[src/design/flow_mode_pkg.sv]
// Purpose: constants for the controller mode register set
// Assumes: single clock, synchronous active-high reset
// Notes:   register indices are local choices, words are 32 bits
package flow_mode_pkg;
   // register indices on the process-data port
   localparam logic [3:0]  IDX_GAS_TABLE    = 4'h0;
   localparam logic [3:0]  IDX_INLET_TEMP   = 4'h1;
   localparam logic [3:0]  IDX_VALVE_DRIVE  = 4'h2;
   localparam logic [3:0]  IDX_BOARD_SERIAL = 4'h3;
   localparam logic [3:0]  IDX_FLOW_CEILING = 4'h4;
   localparam logic [3:0]  IDX_PRESSURE     = 4'h5;
   localparam logic [3:0]  IDX_PRESS_TARGET = 4'h6;
   localparam logic [3:0]  IDX_MODE_SELECT  = 4'h7;
   localparam logic [3:0]  IDX_VALVE_BUFFER = 4'h8;
   // gas table limit
   localparam logic [15:0] GAS_TABLE_COUNT  = 16'h000A;
   // valve and set point scale, value 100 is full opening
   localparam logic [31:0] FULL_SCALE       = 32'h0000_0064;
   localparam logic [31:0] ZERO_SCALE       = 32'h0000_0000;
   // reset values
   localparam logic [15:0] RESET_GAS_TABLE  = 16'h0000;
   localparam logic [31:0] RESET_WORD       = 32'h0000_0000;
   // mode selector encodings
   localparam logic [15:0] MODE_AUTO        = 16'h0000;
   localparam logic [15:0] MODE_DIGITAL     = 16'h0001;
   localparam logic [15:0] MODE_ANALOG      = 16'h0002;
   localparam logic [15:0] MODE_PRESSURE    = 16'h0005;
   localparam logic [15:0] MODE_BACK_PRESS  = 16'h0006;
   localparam logic [15:0] MODE_VALVE_DIR   = 16'h000A;
   localparam logic [15:0] MODE_SP_ZERO     = 16'h0014;
   localparam logic [15:0] MODE_SP_FULL     = 16'h0015;
   localparam logic [15:0] MODE_VALVE_SHUT  = 16'h0016;
   localparam logic [15:0] MODE_VALVE_OPEN  = 16'h0017;
   localparam logic [15:0] RESET_MODE       = MODE_ANALOG;
   // set point source
   typedef enum logic [1:0] {SRC_ANALOG, SRC_DIGITAL, SRC_FORCED} sp_source_t;
   // regulation kind
   typedef enum logic [1:0] {REG_FLOW, REG_PRESSURE, REG_BACK_PRESS, REG_NONE} reg_kind_t;
endpackage : flow_mode_pkg

[src/design/flow_ctrl_mode_registers.sv]
// Purpose: controller mode register set behind the process-data port
// Assumes: one-cycle write strobe with index, read data registered
// Notes:   readings are live inputs; board serial is a parameter
// Notes on behaviour
// - gas table index picks one of ten sets
// - valve register reads the applied control value
// - mode 10: written valve value applies immediately
// - other modes: value buffered, applied entering mode 10
// - valve value is percent, zero to 100
// - pressure target effective only in modes 0, 1
// - auto mode: analog default, digital write switches
// - mode 1: set point only from digital
// - mode 2: set point from analog input
// - mode 5 pressure, mode 6 back pressure regulation
// - mode 10: no regulation, valve from register
// - mode 20 zero set point, 21 full scale
// - mode 22: no regulation, valve closed
// - mode 23: no regulation, valve open
// - read-only 32-bit board serial number
`timescale 1ns/10ps
module flow_ctrl_mode_registers #(
   parameter logic [31:0] BOARD_SERIAL_ID = 32'h1234_5678 // arbitrary value
) (
   // clock and reset
   input  wire logic        sys_clk,
   input  wire logic        reset,
   // process-data port
   input  wire logic        wr_en,
   input  wire logic        rd_en,
   input  wire logic [3:0]  reg_index,
   input  wire logic [31:0] wr_data,
   output logic      [31:0] rd_data,
   output logic             rd_valid,
   output logic             wr_refused,
   // digital set point arrival (flow or pressure)
   input  wire logic        digital_sp_write,
   // live readings and regulator
   input  wire logic [31:0] inlet_temp_in,
   input  wire logic [31:0] pressure_in,
   input  wire logic [31:0] flow_ceiling_in,
   input  wire logic [31:0] regulator_valve_in,
   // control outputs
   output logic      [15:0] gas_table_sel,
   output logic      [31:0] valve_drive_out,
   output logic             regulation_on,
   output logic      [1:0]  regulation_kind,
   output logic      [1:0]  sp_source,
   output logic      [31:0] forced_sp,
   output logic             pressure_target_on,
   output logic      [31:0] pressure_target_out
);

   logic [15:0] gas_table_q;
   logic [15:0] mode_q;
   logic        auto_digital_q;
   logic [31:0] valve_active_q;
   logic [31:0] valve_buffer_q;
   logic [31:0] press_target_q;
   logic        mode_ok;
   logic        valve_ok;
   logic        gas_ok;
   logic        wr_mode;
   logic        wr_valve;
   logic        entering_direct;
   logic        sel_gas;
   logic        sel_valve;
   logic        sel_mode;
   logic        sel_press;
   logic        regulation_on_d;
   logic [1:0]  regulation_kind_d;
   logic [1:0]  sp_source_d;
   logic [31:0] forced_sp_d;
   logic [31:0] valve_drive_d;
   logic        pressure_target_on_d;
   logic        wr_refused_d;
   logic [31:0] rd_data_d;

   // legal mode encodings
   always_comb begin
      unique case (wr_data[15:0])
         flow_mode_pkg::MODE_AUTO,
         flow_mode_pkg::MODE_DIGITAL,
         flow_mode_pkg::MODE_ANALOG,
         flow_mode_pkg::MODE_PRESSURE,
         flow_mode_pkg::MODE_BACK_PRESS,
         flow_mode_pkg::MODE_VALVE_DIR,
         flow_mode_pkg::MODE_SP_ZERO,
         flow_mode_pkg::MODE_SP_FULL,
         flow_mode_pkg::MODE_VALVE_SHUT,
         flow_mode_pkg::MODE_VALVE_OPEN: mode_ok = 1'b1;
         default: mode_ok = 1'b0;
      endcase
   end

   assign valve_ok        = wr_data <= flow_mode_pkg::FULL_SCALE;
   assign gas_ok          = wr_data[31:16] == 16'h0000
                            && wr_data[15:0] < flow_mode_pkg::GAS_TABLE_COUNT;
   // index decode shared by the write paths
   assign sel_gas         = reg_index == flow_mode_pkg::IDX_GAS_TABLE;
   assign sel_valve       = reg_index == flow_mode_pkg::IDX_VALVE_DRIVE;
   assign sel_mode        = reg_index == flow_mode_pkg::IDX_MODE_SELECT;
   assign sel_press       = reg_index == flow_mode_pkg::IDX_PRESS_TARGET;
   // a refused value must leave every register untouched
   assign wr_mode         = wr_en && sel_mode && mode_ok;
   assign wr_valve        = wr_en && sel_valve && valve_ok;
   // rewriting mode 10 while in it must not reload the active value from the buffer
   assign entering_direct = wr_mode && wr_data[15:0] == flow_mode_pkg::MODE_VALVE_DIR
                            && mode_q != flow_mode_pkg::MODE_VALVE_DIR;

   // gas table index
   always_ff @(posedge sys_clk) begin
      if (reset) begin
         gas_table_q <= flow_mode_pkg::RESET_GAS_TABLE;
      end else if (wr_en && sel_gas && gas_ok) begin
         gas_table_q <= wr_data[15:0];
      end
   end

   // mode selector
   always_ff @(posedge sys_clk) begin
      if (reset) begin
         mode_q <= flow_mode_pkg::RESET_MODE;
      end else if (wr_mode) begin
         mode_q <= wr_data[15:0];
      end
   end

   // auto mode latches to digital once a digital set point arrives
   always_ff @(posedge sys_clk) begin
      if (reset) begin
         auto_digital_q <= 1'b0;
      end else if (wr_mode) begin
         auto_digital_q <= 1'b0;
      end else if (mode_q == flow_mode_pkg::MODE_AUTO && digital_sp_write) begin
         auto_digital_q <= 1'b1;
      end
   end

   // valve holding buffer and active value
   always_ff @(posedge sys_clk) begin
      if (reset) begin
         valve_buffer_q <= flow_mode_pkg::RESET_WORD;
      end else if (wr_valve) begin
         valve_buffer_q <= wr_data;
      end
   end

   always_ff @(posedge sys_clk) begin
      if (reset) begin
         valve_active_q <= flow_mode_pkg::RESET_WORD;
      end else if (wr_valve && mode_q == flow_mode_pkg::MODE_VALVE_DIR) begin
         valve_active_q <= wr_data;
      end else if (entering_direct) begin
         valve_active_q <= valve_buffer_q;
      end
   end

   // pressure target
   always_ff @(posedge sys_clk) begin
      if (reset) begin
         press_target_q <= flow_mode_pkg::RESET_WORD;
      end else if (wr_en && sel_press) begin
         press_target_q <= wr_data;
      end
   end

   // decoded control outputs, next values from the active mode
   // outputs lag a mode write by two cycles: register, then decode
   always_comb begin
      regulation_on_d      = 1'b1;
      regulation_kind_d    = flow_mode_pkg::REG_FLOW;
      sp_source_d          = flow_mode_pkg::SRC_ANALOG;
      forced_sp_d          = flow_mode_pkg::ZERO_SCALE;
      valve_drive_d        = regulator_valve_in;
      pressure_target_on_d = 1'b0;
      unique case (mode_q)
         flow_mode_pkg::MODE_AUTO: begin
            sp_source_d          = auto_digital_q ? flow_mode_pkg::SRC_DIGITAL
                                                  : flow_mode_pkg::SRC_ANALOG;
            pressure_target_on_d = 1'b1;
         end
         flow_mode_pkg::MODE_DIGITAL: begin
            sp_source_d          = flow_mode_pkg::SRC_DIGITAL;
            pressure_target_on_d = 1'b1;
         end
         flow_mode_pkg::MODE_ANALOG: begin
            sp_source_d = flow_mode_pkg::SRC_ANALOG;
         end
         flow_mode_pkg::MODE_PRESSURE: begin
            regulation_kind_d = flow_mode_pkg::REG_PRESSURE;
         end
         flow_mode_pkg::MODE_BACK_PRESS: begin
            regulation_kind_d = flow_mode_pkg::REG_BACK_PRESS;
         end
         flow_mode_pkg::MODE_VALVE_DIR: begin
            regulation_on_d   = 1'b0;
            regulation_kind_d = flow_mode_pkg::REG_NONE;
            valve_drive_d     = valve_active_q;
         end
         flow_mode_pkg::MODE_SP_ZERO: begin
            sp_source_d = flow_mode_pkg::SRC_FORCED;
            forced_sp_d = flow_mode_pkg::ZERO_SCALE;
         end
         flow_mode_pkg::MODE_SP_FULL: begin
            sp_source_d = flow_mode_pkg::SRC_FORCED;
            forced_sp_d = flow_mode_pkg::FULL_SCALE;
         end
         flow_mode_pkg::MODE_VALVE_SHUT: begin
            regulation_on_d   = 1'b0;
            regulation_kind_d = flow_mode_pkg::REG_NONE;
            valve_drive_d     = flow_mode_pkg::ZERO_SCALE;
         end
         flow_mode_pkg::MODE_VALVE_OPEN: begin
            regulation_on_d   = 1'b0;
            regulation_kind_d = flow_mode_pkg::REG_NONE;
            valve_drive_d     = flow_mode_pkg::FULL_SCALE;
         end
         default: begin
            // unreachable: only listed codes are ever stored
            regulation_on_d = 1'b1;
         end
      endcase
   end

   always_ff @(posedge sys_clk) begin
      if (reset) begin
         regulation_on      <= 1'b1;
         regulation_kind    <= flow_mode_pkg::REG_FLOW;
         sp_source          <= flow_mode_pkg::SRC_ANALOG;
         forced_sp          <= flow_mode_pkg::ZERO_SCALE;
         valve_drive_out    <= flow_mode_pkg::ZERO_SCALE;
         pressure_target_on <= 1'b0;
      end else begin
         regulation_on      <= regulation_on_d;
         regulation_kind    <= regulation_kind_d;
         sp_source          <= sp_source_d;
         forced_sp          <= forced_sp_d;
         valve_drive_out    <= valve_drive_d;
         pressure_target_on <= pressure_target_on_d;
      end
   end

   // applied gas table index
   always_ff @(posedge sys_clk) begin
      if (reset) begin
         gas_table_sel <= flow_mode_pkg::RESET_GAS_TABLE;
      end else begin
         gas_table_sel <= gas_table_q;
      end
   end

   // pressure target toward the regulator
   always_ff @(posedge sys_clk) begin
      if (reset) begin
         pressure_target_out <= flow_mode_pkg::RESET_WORD;
      end else begin
         pressure_target_out <= press_target_q;
      end
   end

   // write refusal: bad value, read-only index or unused index, one-cycle pulse
   always_comb begin
      wr_refused_d = 1'b0;
      if (wr_en) begin
         unique case (reg_index)
            flow_mode_pkg::IDX_GAS_TABLE:    wr_refused_d = !gas_ok;
            flow_mode_pkg::IDX_VALVE_DRIVE:  wr_refused_d = !valve_ok;
            flow_mode_pkg::IDX_MODE_SELECT:  wr_refused_d = !mode_ok;
            flow_mode_pkg::IDX_PRESS_TARGET: wr_refused_d = 1'b0;
            flow_mode_pkg::IDX_INLET_TEMP,
            flow_mode_pkg::IDX_BOARD_SERIAL,
            flow_mode_pkg::IDX_FLOW_CEILING,
            flow_mode_pkg::IDX_PRESSURE,
            flow_mode_pkg::IDX_VALVE_BUFFER: wr_refused_d = 1'b1;
            default:                         wr_refused_d = 1'b1;
         endcase
      end
   end

   always_ff @(posedge sys_clk) begin
      if (reset) begin
         wr_refused <= 1'b0;
      end else begin
         wr_refused <= wr_refused_d;
      end
   end

   // read word selection; rd_data holds between reads
   always_comb begin
      rd_data_d = rd_data;
      if (rd_en) begin
         unique case (reg_index)
            flow_mode_pkg::IDX_GAS_TABLE:    rd_data_d = {16'h0000, gas_table_q};
            flow_mode_pkg::IDX_INLET_TEMP:   rd_data_d = inlet_temp_in;
            flow_mode_pkg::IDX_VALVE_DRIVE:  rd_data_d = valve_drive_out;
            flow_mode_pkg::IDX_BOARD_SERIAL: rd_data_d = BOARD_SERIAL_ID;
            flow_mode_pkg::IDX_FLOW_CEILING: rd_data_d = flow_ceiling_in;
            flow_mode_pkg::IDX_PRESSURE:     rd_data_d = pressure_in;
            flow_mode_pkg::IDX_PRESS_TARGET: rd_data_d = press_target_q;
            flow_mode_pkg::IDX_MODE_SELECT:  rd_data_d = {16'h0000, mode_q};
            flow_mode_pkg::IDX_VALVE_BUFFER: rd_data_d = valve_buffer_q;
            default:                         rd_data_d = flow_mode_pkg::RESET_WORD;
         endcase
      end
   end

   // read path register; rd_valid marks the cycle after the strobe
   always_ff @(posedge sys_clk) begin
      if (reset) begin
         rd_data  <= flow_mode_pkg::RESET_WORD;
         rd_valid <= 1'b0;
      end else begin
         rd_data  <= rd_data_d;
         rd_valid <= rd_en;
      end
   end

endmodule : flow_ctrl_mode_registers

[config.mk]
export PLATFORM = sky130hd
export DESIGN_NAME = flow_ctrl_mode_registers
export DESIGN_NICKNAME = d
export VERILOG_FILES = /design/src/design/flow_mode_pkg.sv /design/src/design/flow_ctrl_mode_registers.sv
export SDC_FILE = /design/constraint.sdc
export NUM_CORES = 1
export LEC_CHECK = 0
export ABC_AREA = 1
export BUFFER_PORTS_ARGS = -buffer_cell sky130_fd_sc_hd__clkbuf_2
export CORE_MARGIN = 1.5
export CORE_UTILIZATION = 53
export CTS_BUF_LIST = sky130_fd_sc_hd__clkbuf_4
export DETAILED_ROUTE_END_ITERATION = 6
export GPL_TIMING_DRIVEN = 1
export PLACE_DENSITY = 0.78
export RECOVER_POWER = 25
export SKIP_LAST_GASP = 1
export SLEW_MARGIN = 20
export SYNTH_ARGS = -nofsm -noshare
export SYNTH_HDL_FRONTEND = slang
export SYNTH_SLANG_ARGS = --single-unit
[constraint.sdc]
create_clock -name sys_clk -period 2.2 [get_ports sys_clk]
set_input_delay 0.33 -clock sys_clk [delete_from_list [all_inputs] [get_ports sys_clk]]
set_output_delay 0.33 -clock sys_clk [all_outputs]
set_load 0.02 [all_outputs]
==> results.md <==
- The classification of the worst-slack hold path is input port to flop.
- The synthesized design contains 250 register bits.
- Yosys mapped a number of flops with a built-in enable equal to 0.
- The TritonCTS clock tree is done.
- The number of global-route vias before repair was 9954.
- Based on the critical path, the design can be clocked at up to ~500 MHz.
- For this run the aggregate overflow at the end of global routing stands at 0.
- The unique cell type count in the Yosys netlist is 41.
- Post-CTS timing repair inserted 0 buffers for setup.
- Across every metal layer, demand over resource in global routing totals 34.1%.
- The initial antenna violation count is 1.
- The x dimension of the die is 143 µm.
- The number of failing setup endpoints in the final timing report is 0.
- The net count of the finished layout is 1929.
- The number of cells upsized or downsized after cts is 0.
- After layout, the design draws a total of 8990 µW.
- The library cell used most frequently in the layout, excluding fill and tap cells, is nand2_1.
- The sum of negative setup slack is 0 ps.
- CTS built an H-tree with a depth of 2.
- The total number of vias is 11.0k.
- The cell count after synthesis came out at about 1.4k.
- The root buffer selected by CTS is clkbuf_4.
- The power per standard cell area is 678 mW/mm².
- The die covers ~0.020 mm².
- The average instance in the mapped netlist occupies 7.49 µm².
- The count of cells in the finished layout, fillers not included, comes to 2056.
- STA classifies the critical path startpoint as an input port.
- The core outline area is 0.0193 mm².
- The critical path is of the input port to flop type.
- For the pin with the worst max-slew slack, the measured transition is ~1200 ps.
- Setup repair after global routing left no endpoint under its margin.
- The pin count of the biggest net entering global routing is 99.
- The per-cell routed wire length is approximately 18 µm.
- In the finished design, the share of the clock period the worst path needs comes to 90.9%.
- Counting cells, the worst reg-to-reg path comes to 9.
- The weighted congestion reported at the end of routability-driven placement is ~0.94.
- For this design the top-level I/O count stands at 321.
- The run finished with clean final reports.
- Across the run, the number of max-cap violations was 0.
- The first TritonRoute pass finished after 6 iterations.
- The data required time at the worst endpoint is between 2000 and 3000 ps.
- The worst-case IR drop observed on VDD is 313 µV.
- In this run the vertical extent of the chip is roughly 140 µm.
- Data on the critical path arrives at its endpoint at between 2000 and 3000 ps.
- The detailed router finished its first iteration with 1325 violations.
- After legalization and detailed placement, the total HPWL measured 26100 µm.
- The final number of hold-violating endpoints came to 0.
- The fraction of layout instances using a drive strength above 1 is roughly a quarter.
- The total routed wirelength is 36000 µm.
- The number of placed instances, taps included is 1896.
- In this run the worst path has a maximum fanout of 18.
- The initial standard-cell utilization of the core is 53.7%.
- Sequential cells were found to cover 48.2% of the synthesized design area.
- After clock tree synthesis, the flow added hold-fix buffers numbering 63.
- The clock net in this run drives a total of 250 sinks.
- The worst path in the final design needs a cycle of 2000 ps, including I/O delays and setup.
- The number of cells on the worst hold path is 3.
- The first global-routing pass estimated 53300 µm of wire.
- The netlist area before placement is 0.0104 mm².
- The number of port buffers is 291.
- The total count of max-transition violations in the final report is 0.
- The worst slew margin relative to its limit is slightly above 20%.
- For the final database, setup skew stands at between 40 and 50 ps.
- Summed over all cells, the static leakage comes to slightly below 0.006 µW.
- The number of buffers inserted during clock tree synthesis is 61.
- The count of yosys warnings during synthesis is 0.
- The total number of placement rows is 51.
- The latest clock arrival within the worst-skew pair is 710 ps.
- The most used flip-flop cell after synthesis is dfxtp_1.
- The element type at the critical path end is a flop.
- In the layout the commonest cells are nand2_1, clkbuf_2, dfxtp_1, a21oi_1, nor2_1.
- After clock tree synthesis, the clock-pin slew on the worst setup and hold paths is 60 ps.
- Using the TritonRoute via totals, the vias-per-cell ratio works out to 5.35.
- The deepest clock path buffer count is 3.
- The number of nets with antenna violations after routing is 0.
- The core utilization of the finished layout is 68.6%.
- Relative to the synthesized area, the layout overhead comes to 27.8%.
- The number of design rule violations left after detail routing is 0.
- The proportion of synthesized flip-flops having asynchronous set or reset is 0%.
[cells by family after synthesis]
group | Yosys count | synth area share [%]
other cells | 1 | 0.0361
fa+ha+maj | 3 | 0.362
simple gates | 628 | 26.9
flops | 250 | 48.2
buf+inv | 233 | 10.4
compound gates | 271 | 14.1
[power by group]
group | leakage [µW] | internal (µW) | total (µW) | switching (µW)
Clock | 0.000411 | 1720 | 3490 | 1770
Combinational | 0.00340 | 331 | 862 | 531
Sequential | 0.00203 | 4600 | 4650 | 47.4
[stage by stage]
stage | cell area (µm²) | setup WS, ps | hold slack (ps)
after floorplan | 10500 | 539 | 425
after global placement | 12000 | 223 | 434
after detailed placement | 12000 | 125 | 444
after CTS | 13300 | 249 | 0.500
after global routing | 13300 | 55.0 | 4.11
final | 13300 | 200 | 12.2
[metal layers]
| layer | up-vias | share of wire [%] | GRT usage, % |
|---|---|---|---|
| met5 | - | 0 | 0 |
| met4 | 0 | 3.3 | 11.8 |
| met3 | 118 | 12 | 7.85 |
| met2 | 744 | 45 | 52.9 |
| met1 | 4925 | 40 | 46.5 |
| li1 | 5222 | - | - |
[synthesized netlist by cell type, drive strengths merged (16+ instances only)]
cell	count	area share, %
nand2	325	12
dfxtp	250	48
nor2	157	7.0
a21oi	147	7.1
inv	122	4.5
nand3	81	4.3
o21ai	77	3.7
buf	64	4.2
clkbuf	46	1.7
nor3	35	1.7
nand4	25	1.5
o211ai	17	1.2
o22ai	16	0.96
[flip-flops by register name (all words and copies together), names as in the netlist, 2 cells and up]
| register | count |
|---|---|
| press_target_q | 32 |
| pressure_target_out | 32 |
| rd_data | 32 |
| valve_active_q | 32 |
| valve_buffer_q | 32 |
| valve_drive_out | 32 |
| gas_table_q | 16 |
| gas_table_sel | 16 |
| mode_q | 16 |
| regulation_kind | 2 |
| sp_source | 2 |
[area by class of cell]
cell class / count / area [µm²]
diodes: 1 / 2.50
clock buffers: 83 / 623
clock inverters: 13 / 55.1
fillers: 1654 / 6070
inverters: 123 / 467
multi-input cells: 931 / 4410
flip-flops and latches: 250 / 5000
well taps: 265 / 332
repair buffers: 390 / 2380
[critical path: stages]
cell and delay, ps:
dlygate4sd3_1 560, clkbuf_2 180, inv_1 170, ha_1 180, o21ai_1 70, nand2_1 50
nand3b_1 120, nor2_4 190, nand3_4 180, nand2_4 280, buf_4 180, nor2_2 40
nor2_2 90
[final timing paths]
check | to | slack, ps | start
max | valve_active_q[26] | 200 | wr_data[1]
min | press_target_q[14] | 10 | wr_data[14]
max reg2reg | valve_drive_out[6] | 240 | mode_q[6]
min reg2reg | pressure_target_out[3] | 430 | press_target_q[3]
(Power assumes the default switching activity.)
